### config.mk
export PLATFORM = sky130hd
export DESIGN_NAME = ccarb_top
export DESIGN_NICKNAME = d
export VERILOG_FILES = /design/src/logic/ccarb_pkg.sv /design/src/logic/ccarb_proxy.sv /design/src/logic/ccarb_top.sv
export SDC_FILE = /design/constraint.sdc
export NUM_CORES = 1
export LEC_CHECK = 0
export BUFFER_PORTS_ARGS = -buffer_cell sky130_fd_sc_hd__buf_2
export CAP_MARGIN = 30
export CELL_PAD_IN_SITES_DETAIL_PLACEMENT = 2
export CELL_PAD_IN_SITES_GLOBAL_PLACEMENT = 2
export CORE_MARGIN = 5
export CORE_UTILIZATION = 29
export DETAILED_ROUTE_END_ITERATION = 7
export GPL_TIMING_DRIVEN = 0
export PLACE_DENSITY = 0.79
export RECOVER_POWER = 50
export SLEW_MARGIN = 10
export SYNTH_ARGS = -nofsm -noshare
export SYNTH_HDL_FRONTEND = slang
export SYNTH_HIERARCHICAL = 1
export SYNTH_SLANG_ARGS = --single-unit
### constraint.sdc
create_clock -name clk -period 1.9 [get_ports clk]
set_input_delay 0.38 -clock clk [delete_from_list [all_inputs] [get_ports clk]]
set_output_delay 0.38 -clock clk [all_outputs]
set_load 0.005 [all_outputs]
### src/logic/ccarb_pkg.sv
// Shared constants for control channel arbitration
package ccarb_pkg;

    // ------------------------------------------------------------
    // Clock and bus timing
    // ------------------------------------------------------------
    localparam int CLK_PERIOD_NS = 10;
    localparam int SCL_QUARTER_NS = 2500; // Quarter of a 100 kHz SCL period
    localparam int SCL_QUARTER_CYC_INT =
        (SCL_QUARTER_NS + CLK_PERIOD_NS - 1) / CLK_PERIOD_NS;
    localparam logic [9:0] SCL_QUARTER_CYC = 10'(SCL_QUARTER_CYC_INT);
    localparam logic [9:0] SCL_HALF_CYC = 10'(2 * SCL_QUARTER_CYC_INT);
    localparam logic [4:0] PROXY_LAST_BIT = 5'h11; // 18 bits per transfer
    localparam logic [1:0] STRAP_LOAD_CYC = 2'h3;  // Strap passes sync first

    // ------------------------------------------------------------
    // Register offsets
    // ------------------------------------------------------------
    localparam logic [7:0] OFF_DEVICE_ID = 8'h00;
    localparam logic [7:0] OFF_OWNERSHIP_TOKEN_A = 8'h18;
    localparam logic [7:0] OFF_OWNERSHIP_TOKEN_B = 8'h19;
    localparam logic [7:0] OFF_PROXY_CTRL = 8'hD0;
    localparam logic [7:0] OFF_PROXY_TARGET = 8'hD1;
    localparam logic [7:0] OFF_PROXY_DATA = 8'hD2;
    localparam logic [7:0] OFF_PROXY_STATUS = 8'hD3;

    // ------------------------------------------------------------
    // Field positions
    // ------------------------------------------------------------
    localparam int CTRL_GO_BIT = 0;       // Self-clearing start
    localparam int CTRL_DISPLAY_BIT = 1;  // Direction: 1 display, 0 camera
    localparam int STAT_BUSY_BIT = 0;     // Read only
    localparam int STAT_LOST_BIT = 1;     // Latched high, clear on read
    localparam int STAT_NACK_BIT = 2;     // Read to clear
    localparam int STAT_DONE_BIT = 3;     // Latched high, clear on read
    localparam int STAT_REFUSED_BIT = 4;  // Latched high, clear on read

    // ------------------------------------------------------------
    // Reset values
    // ------------------------------------------------------------
    localparam logic [7:0] RST_TOKEN = 8'h00;
    localparam logic [7:0] RST_CTRL = 8'h00;
    localparam logic [7:0] RST_TARGET = 8'h00;
    localparam logic [7:0] RST_DATA = 8'h00;
    localparam logic [4:0] RST_STATUS = 5'h00;

    // ------------------------------------------------------------
    // Proxy controller states, Gray along the usual path except DONE to IDLE
    // ------------------------------------------------------------
    typedef enum logic [2:0] {
        CCARB_IDLE = 3'h0,
        CCARB_WAIT = 3'h1,
        CCARB_START = 3'h3,
        CCARB_LOW = 3'h2,
        CCARB_HIGH = 3'h6,
        CCARB_STOP = 3'h7,
        CCARB_DONE = 3'h5
    } ccarb_state_type;

endpackage : ccarb_pkg

### src/logic/ccarb_proxy.sv
// Proxy I2C controller with bitwise arbitration and retry
`timescale 1ns/100ps
module ccarb_proxy (
    input wire logic clk,
    input wire logic rst_n,
    input wire logic start,
    input wire logic [6:0] target,
    input wire logic [7:0] data,
    input wire logic scl_in,
    input wire logic sda_in,
    output logic scl_oe,
    output logic sda_oe,
    output logic busy,
    output logic done,
    output logic lost,
    output logic nack
);

    ccarb_pkg::ccarb_state_type state, next_state;
    logic [9:0] cnt, next_cnt;
    logic [4:0] bitn, next_bitn;
    logic [17:0] pattern, next_pattern;
    logic next_scl_oe, next_sda_oe, next_done, next_lost, next_nack;
    logic bus_busy, next_bus_busy, scl_q, sda_q;
    logic cur_bit, is_ack, bus_idle;

    // --------------------------------------------------------------------
    // Bus monitor
    // --------------------------------------------------------------------
    // Start sets busy, stop clears it; idle needs both lines high
    always_comb begin
        next_bus_busy = bus_busy;
        if (scl_in && scl_q && sda_q && !sda_in) begin
            next_bus_busy = 1'b1;
        end
        if (scl_in && scl_q && !sda_q && sda_in) begin
            next_bus_busy = 1'b0;
        end
    end
    assign bus_idle = !bus_busy && scl_in && sda_in;

    always_ff @(posedge clk) begin
        if (!rst_n) begin
            bus_busy <= 1'b0;
            scl_q <= 1'b1;
            sda_q <= 1'b1;
        end else begin
            bus_busy <= next_bus_busy;
            scl_q <= scl_in;
            sda_q <= sda_in;
        end
    end

    // --------------------------------------------------------------------
    // Bit engine
    // --------------------------------------------------------------------
    assign cur_bit = pattern[17];
    assign is_ack = (bitn == 5'h08) || (bitn == ccarb_pkg::PROXY_LAST_BIT);

    // Next state, line drive and results
    always_comb begin
        next_state = state;
        next_cnt = cnt;
        next_bitn = bitn;
        next_pattern = pattern;
        next_scl_oe = scl_oe;
        next_sda_oe = sda_oe;
        next_done = 1'b0;
        next_lost = 1'b0;
        next_nack = nack;
        case (state)
            ccarb_pkg::CCARB_IDLE: begin
                if (start) begin
                    next_pattern = {target, 1'b0, 1'b1, data, 1'b1};
                    next_nack = 1'b0;
                    next_state = ccarb_pkg::CCARB_WAIT;
                end
            end
            ccarb_pkg::CCARB_WAIT: begin
                next_cnt = 10'h000;
                next_bitn = 5'h00;
                if (bus_idle) begin
                    next_sda_oe = 1'b1; // Start: SDA low under high SCL
                    next_state = ccarb_pkg::CCARB_START;
                end
            end
            ccarb_pkg::CCARB_START: begin
                next_cnt = cnt + 10'h001;
                if (cnt == ccarb_pkg::SCL_QUARTER_CYC) begin
                    next_scl_oe = 1'b1;
                    next_cnt = 10'h000;
                    next_state = ccarb_pkg::CCARB_LOW;
                end
            end
            ccarb_pkg::CCARB_LOW: begin
                next_cnt = cnt + 10'h001;
                if (cnt == ccarb_pkg::SCL_QUARTER_CYC) begin
                    next_sda_oe = !cur_bit; // Release for one, pull for zero
                end
                if (cnt == ccarb_pkg::SCL_HALF_CYC) begin
                    next_scl_oe = 1'b0;
                    next_cnt = 10'h000;
                    next_state = ccarb_pkg::CCARB_HIGH;
                end
            end
            ccarb_pkg::CCARB_HIGH: begin
                if (scl_in) begin // Target stretch holds count
                    next_cnt = cnt + 10'h001;
                end
                if (scl_in && cnt == ccarb_pkg::SCL_QUARTER_CYC) begin
                    next_cnt = 10'h000;
                    next_scl_oe = 1'b1;
                    next_pattern = {pattern[16:0], 1'b1};
                    next_bitn = bitn + 5'h01;
                    if (cur_bit && !sda_in && !is_ack) begin
                        next_sda_oe = 1'b0; // Release SDA and SCL at once
                        next_scl_oe = 1'b0;
                        next_lost = 1'b1;
                        next_pattern = {target, 1'b0, 1'b1, data, 1'b1};
                        next_state = ccarb_pkg::CCARB_WAIT;
                    end else if (is_ack && sda_in) begin
                        next_nack = 1'b1;
                        next_state = ccarb_pkg::CCARB_STOP;
                    end else if (bitn == ccarb_pkg::PROXY_LAST_BIT) begin
                        next_state = ccarb_pkg::CCARB_STOP;
                    end else begin
                        next_state = ccarb_pkg::CCARB_LOW;
                    end
                end
            end
            ccarb_pkg::CCARB_STOP: begin
                // Every transfer ends in stop, never repeated start
                if (cnt < ccarb_pkg::SCL_QUARTER_CYC || scl_in) begin
                    next_cnt = cnt + 10'h001;
                end
                if (cnt == 10'h000) begin
                    next_sda_oe = 1'b1;
                end
                if (cnt == ccarb_pkg::SCL_QUARTER_CYC) begin
                    next_scl_oe = 1'b0;
                end
                if (cnt == ccarb_pkg::SCL_HALF_CYC) begin
                    next_sda_oe = 1'b0;
                    next_state = ccarb_pkg::CCARB_DONE;
                end
            end
            ccarb_pkg::CCARB_DONE: begin
                next_done = 1'b1;
                next_state = ccarb_pkg::CCARB_IDLE;
            end
            default: begin
                next_scl_oe = 1'b0;
                next_sda_oe = 1'b0;
                next_state = ccarb_pkg::CCARB_IDLE;
            end
        endcase
    end

    // Engine registers
    always_ff @(posedge clk) begin
        if (!rst_n) begin
            state <= ccarb_pkg::CCARB_IDLE;
            cnt <= 10'h000;
            bitn <= 5'h00;
            pattern <= 18'h00000;
            scl_oe <= 1'b0;
            sda_oe <= 1'b0;
            done <= 1'b0;
            lost <= 1'b0;
            nack <= 1'b0;
            busy <= 1'b0;
        end else begin
            state <= next_state;
            cnt <= next_cnt;
            bitn <= next_bitn;
            pattern <= next_pattern;
            scl_oe <= next_scl_oe;
            sda_oe <= next_sda_oe;
            done <= next_done;
            lost <= next_lost;
            nack <= next_nack;
            busy <= (next_state != ccarb_pkg::CCARB_IDLE);
        end
    end

endmodule : ccarb_proxy

### src/logic/ccarb_top.sv
// Register arbitration and proxy controller top for the control channel
`timescale 1ns/100ps
module ccarb_top (
    input wire logic clk,
    input wire logic rst_n,
    input wire logic [6:0] strap_id,
    input wire logic loc_req,
    input wire logic loc_wr,
    input wire logic [7:0] loc_offset,
    input wire logic [7:0] loc_wdata,
    output logic loc_ack,
    output logic loc_err,
    output logic [7:0] loc_rdata,
    input wire logic rem_req,
    input wire logic rem_wr,
    input wire logic rem_offset_sent,
    input wire logic [7:0] rem_offset,
    input wire logic [7:0] rem_wdata,
    output logic rem_ack,
    output logic rem_err,
    output logic [7:0] rem_rdata,
    input wire logic scl_in,
    input wire logic sda_in,
    output logic scl_oe,
    output logic sda_oe
);

    // --------------------------------------------------------------------
    // Pin synchronisers
    // --------------------------------------------------------------------
    logic [1:0] scl_sync, sda_sync;
    logic [6:0] strap_meta, strap_sync;

    // Two stages for every asynchronous pin
    always_ff @(posedge clk) begin
        if (!rst_n) begin
            scl_sync <= 2'h3;
            sda_sync <= 2'h3;
            strap_meta <= 7'h00;
            strap_sync <= 7'h00;
        end else begin
            scl_sync <= {scl_sync[0], scl_in};
            sda_sync <= {sda_sync[0], sda_in};
            strap_meta <= strap_id;
            strap_sync <= strap_meta;
        end
    end

    // --------------------------------------------------------------------
    // Arbiter and register file
    // --------------------------------------------------------------------
    logic [7:0] dev_id, next_dev_id;
    logic [7:0] token_a, next_token_a, token_b, next_token_b;
    logic [7:0] ctrl, next_ctrl, target, next_target, pdata, next_pdata;
    logic [4:0] status, next_status;
    logic [1:0] strap_cnt, next_strap_cnt;
    logic last_rem, next_last_rem;
    logic next_loc_ack, next_rem_ack, next_loc_err, next_rem_err;
    logic [7:0] next_loc_rdata, next_rem_rdata;
    logic go_pulse, next_go_pulse;
    logic p_busy, p_done, p_lost, p_nack;
    logic p_scl_oe, p_sda_oe;
    logic loc_pend, rem_pend, grant_rem, grant_any;
    logic acc_wr, acc_src_ok, acc_rd_bad;
    logic [7:0] acc_off, acc_wdata, rd_val;

    // One access per cycle, alternate when both wait
    assign loc_pend = loc_req && !loc_ack;
    assign rem_pend = rem_req && !rem_ack;
    assign grant_rem = rem_pend && (!loc_pend || !last_rem);
    assign grant_any = loc_pend || rem_pend;
    assign acc_wr = grant_rem ? rem_wr : loc_wr;
    assign acc_off = grant_rem ? rem_offset : loc_offset;
    assign acc_wdata = grant_rem ? rem_wdata : loc_wdata;
    assign acc_rd_bad = grant_rem && !rem_wr && !rem_offset_sent;
    // Display mode serves the far side, camera mode the near side
    assign acc_src_ok = grant_rem == ctrl[ccarb_pkg::CTRL_DISPLAY_BIT];

    // Read multiplexer, unmapped offsets read zero
    always_comb begin
        case (acc_off)
            ccarb_pkg::OFF_DEVICE_ID: rd_val = dev_id;
            ccarb_pkg::OFF_OWNERSHIP_TOKEN_A: rd_val = token_a;
            ccarb_pkg::OFF_OWNERSHIP_TOKEN_B: rd_val = token_b;
            ccarb_pkg::OFF_PROXY_CTRL: rd_val = ctrl;
            ccarb_pkg::OFF_PROXY_TARGET: rd_val = target;
            ccarb_pkg::OFF_PROXY_DATA: rd_val = pdata;
            ccarb_pkg::OFF_PROXY_STATUS: rd_val = {3'h0, status};
            default: rd_val = 8'h00;
        endcase
    end

    // Next values of registers and answers
    always_comb begin
        next_dev_id = dev_id;
        next_token_a = token_a;
        next_token_b = token_b;
        next_ctrl = ctrl;
        next_target = target;
        next_pdata = pdata;
        next_status = status;
        next_strap_cnt = strap_cnt;
        next_last_rem = last_rem;
        next_go_pulse = 1'b0;
        next_loc_ack = 1'b0;
        next_rem_ack = 1'b0;
        next_loc_err = 1'b0;
        next_rem_err = 1'b0;
        next_loc_rdata = loc_rdata;
        next_rem_rdata = rem_rdata;
        // Strap load once synchronised, later writes override
        if (strap_cnt != ccarb_pkg::STRAP_LOAD_CYC) begin
            next_strap_cnt = strap_cnt + 2'h1;
            if (strap_cnt + 2'h1 == ccarb_pkg::STRAP_LOAD_CYC) begin
                next_dev_id = {strap_sync, 1'b0};
            end
        end
        next_status[ccarb_pkg::STAT_BUSY_BIT] = p_busy;
        if (grant_any) begin
            next_last_rem = grant_rem;
            next_loc_ack = !grant_rem;
            next_rem_ack = grant_rem;
            next_rem_err = acc_rd_bad;
            if (grant_rem) begin
                next_rem_rdata = acc_rd_bad ? 8'h00 : rd_val;
            end else begin
                next_loc_rdata = rd_val;
            end
            if (acc_wr) begin
                case (acc_off)
                    ccarb_pkg::OFF_DEVICE_ID: next_dev_id = acc_wdata;
                    ccarb_pkg::OFF_OWNERSHIP_TOKEN_A: begin
                        next_token_a = acc_wdata;
                    end
                    ccarb_pkg::OFF_OWNERSHIP_TOKEN_B: begin
                        next_token_b = acc_wdata;
                    end
                    ccarb_pkg::OFF_PROXY_CTRL: begin
                        next_ctrl = acc_wdata & 8'h02; // Go is not stored
                        if (acc_wdata[ccarb_pkg::CTRL_GO_BIT]) begin
                            if (acc_src_ok && !p_busy) begin
                                next_go_pulse = 1'b1;
                            end else begin
                                next_status[ccarb_pkg::STAT_REFUSED_BIT] = 1'b1;
                            end
                        end
                    end
                    ccarb_pkg::OFF_PROXY_TARGET: next_target = acc_wdata;
                    ccarb_pkg::OFF_PROXY_DATA: next_pdata = acc_wdata;
                    default: next_dev_id = dev_id; // Reserved
                endcase
            end else if (!acc_rd_bad &&
                         acc_off == ccarb_pkg::OFF_PROXY_STATUS) begin
                // Latched and clear-on-read bits clear on read
                next_status[ccarb_pkg::STAT_LOST_BIT] = 1'b0;
                next_status[ccarb_pkg::STAT_NACK_BIT] = 1'b0;
                next_status[ccarb_pkg::STAT_DONE_BIT] = 1'b0;
                next_status[ccarb_pkg::STAT_REFUSED_BIT] = 1'b0;
            end
        end
        // Hardware sets win over a clearing read
        if (p_lost) begin
            next_status[ccarb_pkg::STAT_LOST_BIT] = 1'b1;
        end
        if (p_done) begin
            next_status[ccarb_pkg::STAT_DONE_BIT] = 1'b1;
            next_status[ccarb_pkg::STAT_NACK_BIT] = p_nack;
        end
    end

    // Register file and answer flops
    always_ff @(posedge clk) begin
        if (!rst_n) begin
            dev_id <= 8'h00;
            token_a <= ccarb_pkg::RST_TOKEN;
            token_b <= ccarb_pkg::RST_TOKEN;
            ctrl <= ccarb_pkg::RST_CTRL;
            target <= ccarb_pkg::RST_TARGET;
            pdata <= ccarb_pkg::RST_DATA;
            status <= ccarb_pkg::RST_STATUS;
            strap_cnt <= 2'h0;
            last_rem <= 1'b0;
            go_pulse <= 1'b0;
            loc_ack <= 1'b0;
            rem_ack <= 1'b0;
            loc_err <= 1'b0;
            rem_err <= 1'b0;
            loc_rdata <= 8'h00;
            rem_rdata <= 8'h00;
            scl_oe <= 1'b0;
            sda_oe <= 1'b0;
        end else begin
            dev_id <= next_dev_id;
            token_a <= next_token_a;
            token_b <= next_token_b;
            ctrl <= next_ctrl;
            target <= next_target;
            pdata <= next_pdata;
            status <= next_status;
            strap_cnt <= next_strap_cnt;
            last_rem <= next_last_rem;
            go_pulse <= next_go_pulse;
            loc_ack <= next_loc_ack;
            rem_ack <= next_rem_ack;
            loc_err <= next_loc_err;
            rem_err <= next_rem_err;
            loc_rdata <= next_loc_rdata;
            rem_rdata <= next_rem_rdata;
            scl_oe <= p_scl_oe;
            sda_oe <= p_sda_oe;
        end
    end

    // --------------------------------------------------------------------
    // Proxy controller on the target bus
    // --------------------------------------------------------------------
    ccarb_proxy u_proxy (
        .clk(clk),
        .rst_n(rst_n),
        .start(go_pulse),
        .target(target[6:0]),
        .data(pdata),
        .scl_in(scl_sync[1]),
        .sda_in(sda_sync[1]),
        .scl_oe(p_scl_oe),
        .sda_oe(p_sda_oe),
        .busy(p_busy),
        .done(p_done),
        .lost(p_lost),
        .nack(p_nack)
    );

endmodule : ccarb_top

==> impl_metrics.tcl <==
set metrics [dict create \
    worst_slack_ps -274.5 \
    dr_total_vias 7323 \
    worst_r2r_path_depth 6 \
    path_class "reg -> reg" \
    hold_viol_final 0 \
    grt_max_degree 17 \
    fmax_ghz 0.4599 \
    vias_per_cell 6.138 \
    r2r-end "rem_rdata[0]$_SDFFE_PN0P_" \
    rsz0062_at_grt "true" \
    synth-edff-count 0 \
    clk_pin_slew_worst_paths_ps 70 \
    synth_area_leaders "dfxtp_1, a211oi_1, nand2_1, nor2_1, a31oi_1" \
    outcome "finished with violations" \
    fp-row-count 55 \
    final_util 0.4422 \
    tns_ps -9697 \
    syn_inst 726 \
    finalInstanceArea_um2 10010 \
    dpl.hpwl_um 16690 \
    end_kind "flip-flop" \
    grtUsageTotal 0.2321 \
    ys_seq_elements 134 \
    drc_errors 0 \
    die_width_um 161.5 \
    synth_top_area_cell "dfxtp_1" \
    clk_latency_ps 450 \
    synth_flop_cell "dfxtp_1" \
    ant_nets 0 \
    synth_most_common_cell "dfxtp_1" \
    final_cells 1193 \
    hp-class "in -> reg" \
    maxCapViolations 0 \
    start_util 0.2938 \
    violations "negative setup slack" \
    rrSetupSlack_ps -270 \
    first_iter_violations 554 \
    dieArea_um2 26070 \
    area_delta_synth_final_pct 50.48 \
    core_um2 22640 \
    gp_congestion 0.8236 \
    placed_cells 1079 \
    dpl_cell_area_um2 7350 \
    postSynth.asyncResetShare 0 \
    relSlewSlack 0.3703 \
    synth_cell_types 84 \
    grt_overflow 0 \
    clock_sinks 134 \
    finalPower_mw 7.801 \
    dr.pass1.iters 5 \
    finalSetupViolCount 91 \
    fill_cells 2331 \
    min_delay_path_depth 2 \
    clockRootBuffer "clkbuf_16" \
    ios 70 \
    syn_avg_cell_area_um2 9.163 \
    cp.required_ps 2190 \
    nNetsFinal 950 \
    p_per_area_nw_per_um2 779.2 \
    slew_viol_final 0 \
    holdWs_ps 123.7 \
    grt_first_pass_wirelength_um 46600 \
    peakVddDrop_mv 0.4632 \
    clock_path_buffers 2 \
    wirelength_um 38460 \
    drive_gt1_frac 0.4238 \
    fin_crit_sh 1.144 \
    finalCriticalPeriod_ps 2175 \
    antenna_found_initial 2 \
    finalClockSkew_ps 16.10 \
    synth.top_cell.area_share 0.4032 \
    yosys-top-cells-count "dfxtp_1, nand2_1, nor2_1, a211oi_1, a31oi_1" \
    reg2reg_from "loc_ack$_SDFF_PN0_" \
    cts-buffers-inserted 17 \
    cts_max_level 4 \
    startpoint_type "flip-flop" \
    ys_seq_area_frac 0.4032 \
    place_ws_ps -556.6 \
    leakagePower_nw 3.540 \
    synth_area_um2 6653 \
    crit_arrival_ps 2460 \
    port_buffers 68 \
    ys_warn_count 6 \
    die_y_um 161.5 \
    hold_end "sda_sync[0]$_SDFF_PN1_" \
    wl_per_cell_um 32.24 \
    path_max_fanout 10 \
    syn_nets 782 \
    cts_tree "yes" \
    holdCritStartpoint "sda_in" \
    grt_pass1_vias 7321 \
    tightest_slew_ps 944.6 \
]
==> worst max-delay path, stage by stage (launching register included) <==
cell and delay (ps):
dfxtp_2 360, and3b_2 240, buf_12 160, o211ai_1 410, nand2_2 260, a22oi_2 410
a311oi_1 160
==> cell type report <==
| class | instances | area, um2 | share of cell area |
|---|---|---|---|
| clock buffer | 19 | 452.9 | 0.04524 |
| buffer | 40 | 359.1 | 0.03587 |
| clock inverter | 12 | 201.4 | 0.02012 |
| inverter | 10 | 40.04 | 0.003999 |
| sequential | 134 | 2705 | 0.2702 |
| timing repair buffer | 149 | 1152 | 0.1151 |
| multi-input combinational | 542 | 4738 | 0.4733 |
| antenna | 2 | 5.005 | 0.0004999 |
| tap | 285 | 356.6 | 0.03562 |
==> where the power goes <==
| group | total [mW] | internal, mW | switching [mW] | leakage [nW] |
|---|---|---|---|---|
| combinational | 0.939 | 0.370 | 0.569 | 2.13 |
| sequential | 2.94 | 2.88 | 0.0578 | 1.09 |
| clock | 3.93 | 2.40 | 1.53 | 0.315 |
==> per-layer routing <==
metal	vias up	share of wire	GRT usage	wire [um]
met4	0	0.050	0.08647	1923
met3	111	0.056	0.03011	2153
met2	336	0.49	0.4096	18830
met5	-	0	0	0
met1	3812	0.40	0.2886	15560
li1	3064	-	-	-
==> cells by family (layout without fill, tap and decap cells) <==
| logic type | after synthesis | after routing | share of synthesized area |
|---|---|---|---|
| adder cells (fa/ha/maj) | 8 | 8 | 0.01505 |
| AND/OR/NAND/NOR | 276 | 276 | 0.2311 |
| flip-flops | 134 | 134 | 0.4032 |
| AO/OA/AOI/OAI | 232 | 234 | 0.2759 |
| XOR/XNOR | 10 | 10 | 0.01317 |
| other | 1 | 3 | 0.0005637 |
| buffers and inverters | 52 | 230 | 0.04100 |
| multiplexers | 13 | 13 | 0.01994 |
==> state kept, by name, indices dropped and copies added (netlist names), 3 cells and up <==
signal           count
pdata                8
token_a              8
loc_rdata            8
strap_sync           7
strap_meta           7
dev_id               8
rem_rdata            8
status               5
u_proxy/pattern     18
u_proxy/bitn         5
target               8
u_proxy/state        3
u_proxy/cnt         10
token_b              8
==> cells in the final DEF, fill, tap and decap left out, types with 5 or more instances in the layout <==
| cell | synthesis | final |
|---|---|---|
| a31oi_1 | 26 | 26 |
| a2111oi_4 | 0 | 8 |
| mux2i_4 | 0 | 8 |
| bufinv_16 | 0 | 5 |
| xnor2_1 | 9 | 8 |
| buf_4 | 10 | 60 |
| buf_6 | 3 | 20 |
| a21boi_0 | 18 | 6 |
| buf_2 | 14 | 59 |
| dfxtp_1 | 134 | 124 |
| clkbuf_16 | 0 | 18 |
| and2_0 | 0 | 6 |
| o21ai_0 | 21 | 21 |
| nand3_1 | 8 | 6 |
| a21oi_4 | 3 | 6 |
| a21oi_1 | 24 | 21 |
| a211oi_2 | 7 | 29 |
| clkbuf_1 | 12 | 24 |
| buf_12 | 0 | 14 |
| a21boi_2 | 0 | 5 |
| inv_1 | 10 | 6 |
| a21boi_1 | 8 | 13 |
| buf_8 | 0 | 7 |
| nand2b_1 | 13 | 12 |
| and3b_1 | 6 | 5 |
| nor2_1 | 66 | 43 |
| o21ai_1 | 12 | 12 |
| nand2_1 | 76 | 72 |
| and2_1 | 25 | 18 |
| nor2_4 | 0 | 14 |
| a21o_1 | 9 | 9 |
| nor2_2 | 3 | 12 |
| or2_2 | 9 | 8 |
| a211oi_1 | 41 | 15 |
| dfxtp_2 | 0 | 6 |
| nand4_1 | 6 | 6 |
| a311oi_1 | 8 | 5 |
==> timing repair <==
item                       in CTS  in global routing
resized for setup             117                160
pin swaps                      35                 64
cloned                          5                  3
buffers inserted               32                 43
setup endpoints to repair      95                 98
hold buffers                    0                  0
==> worst max path at each step <==
| stage | slack, ps | from | endpoint |
|---|---|---|---|
| 3_3_place_gp | -520 | loc_req | rem_rdata[6]$_SDFFE_PN0P_ |
| 5_1_grt | -320 | loc_ack$_SDFF_PN0_ | rem_rdata[0]$_SDFFE_PN0P_ |
| 3_5_place_dp | -560 | loc_req | rem_rdata[0]$_SDFFE_PN0P_ |
| 2_1_floorplan | 80 | loc_ack$_SDFF_PN0_ | rem_rdata[7]$_SDFFE_PN0P_ |
| 6_report | -270 | loc_ack$_SDFF_PN0_ | rem_rdata[0]$_SDFFE_PN0P_ |
| 4_1_cts | -8 | last_rem$_SDFFE_PN0N_ | rem_rdata[0]$_SDFFE_PN0P_ |
(Power assumes the default switching activity.)
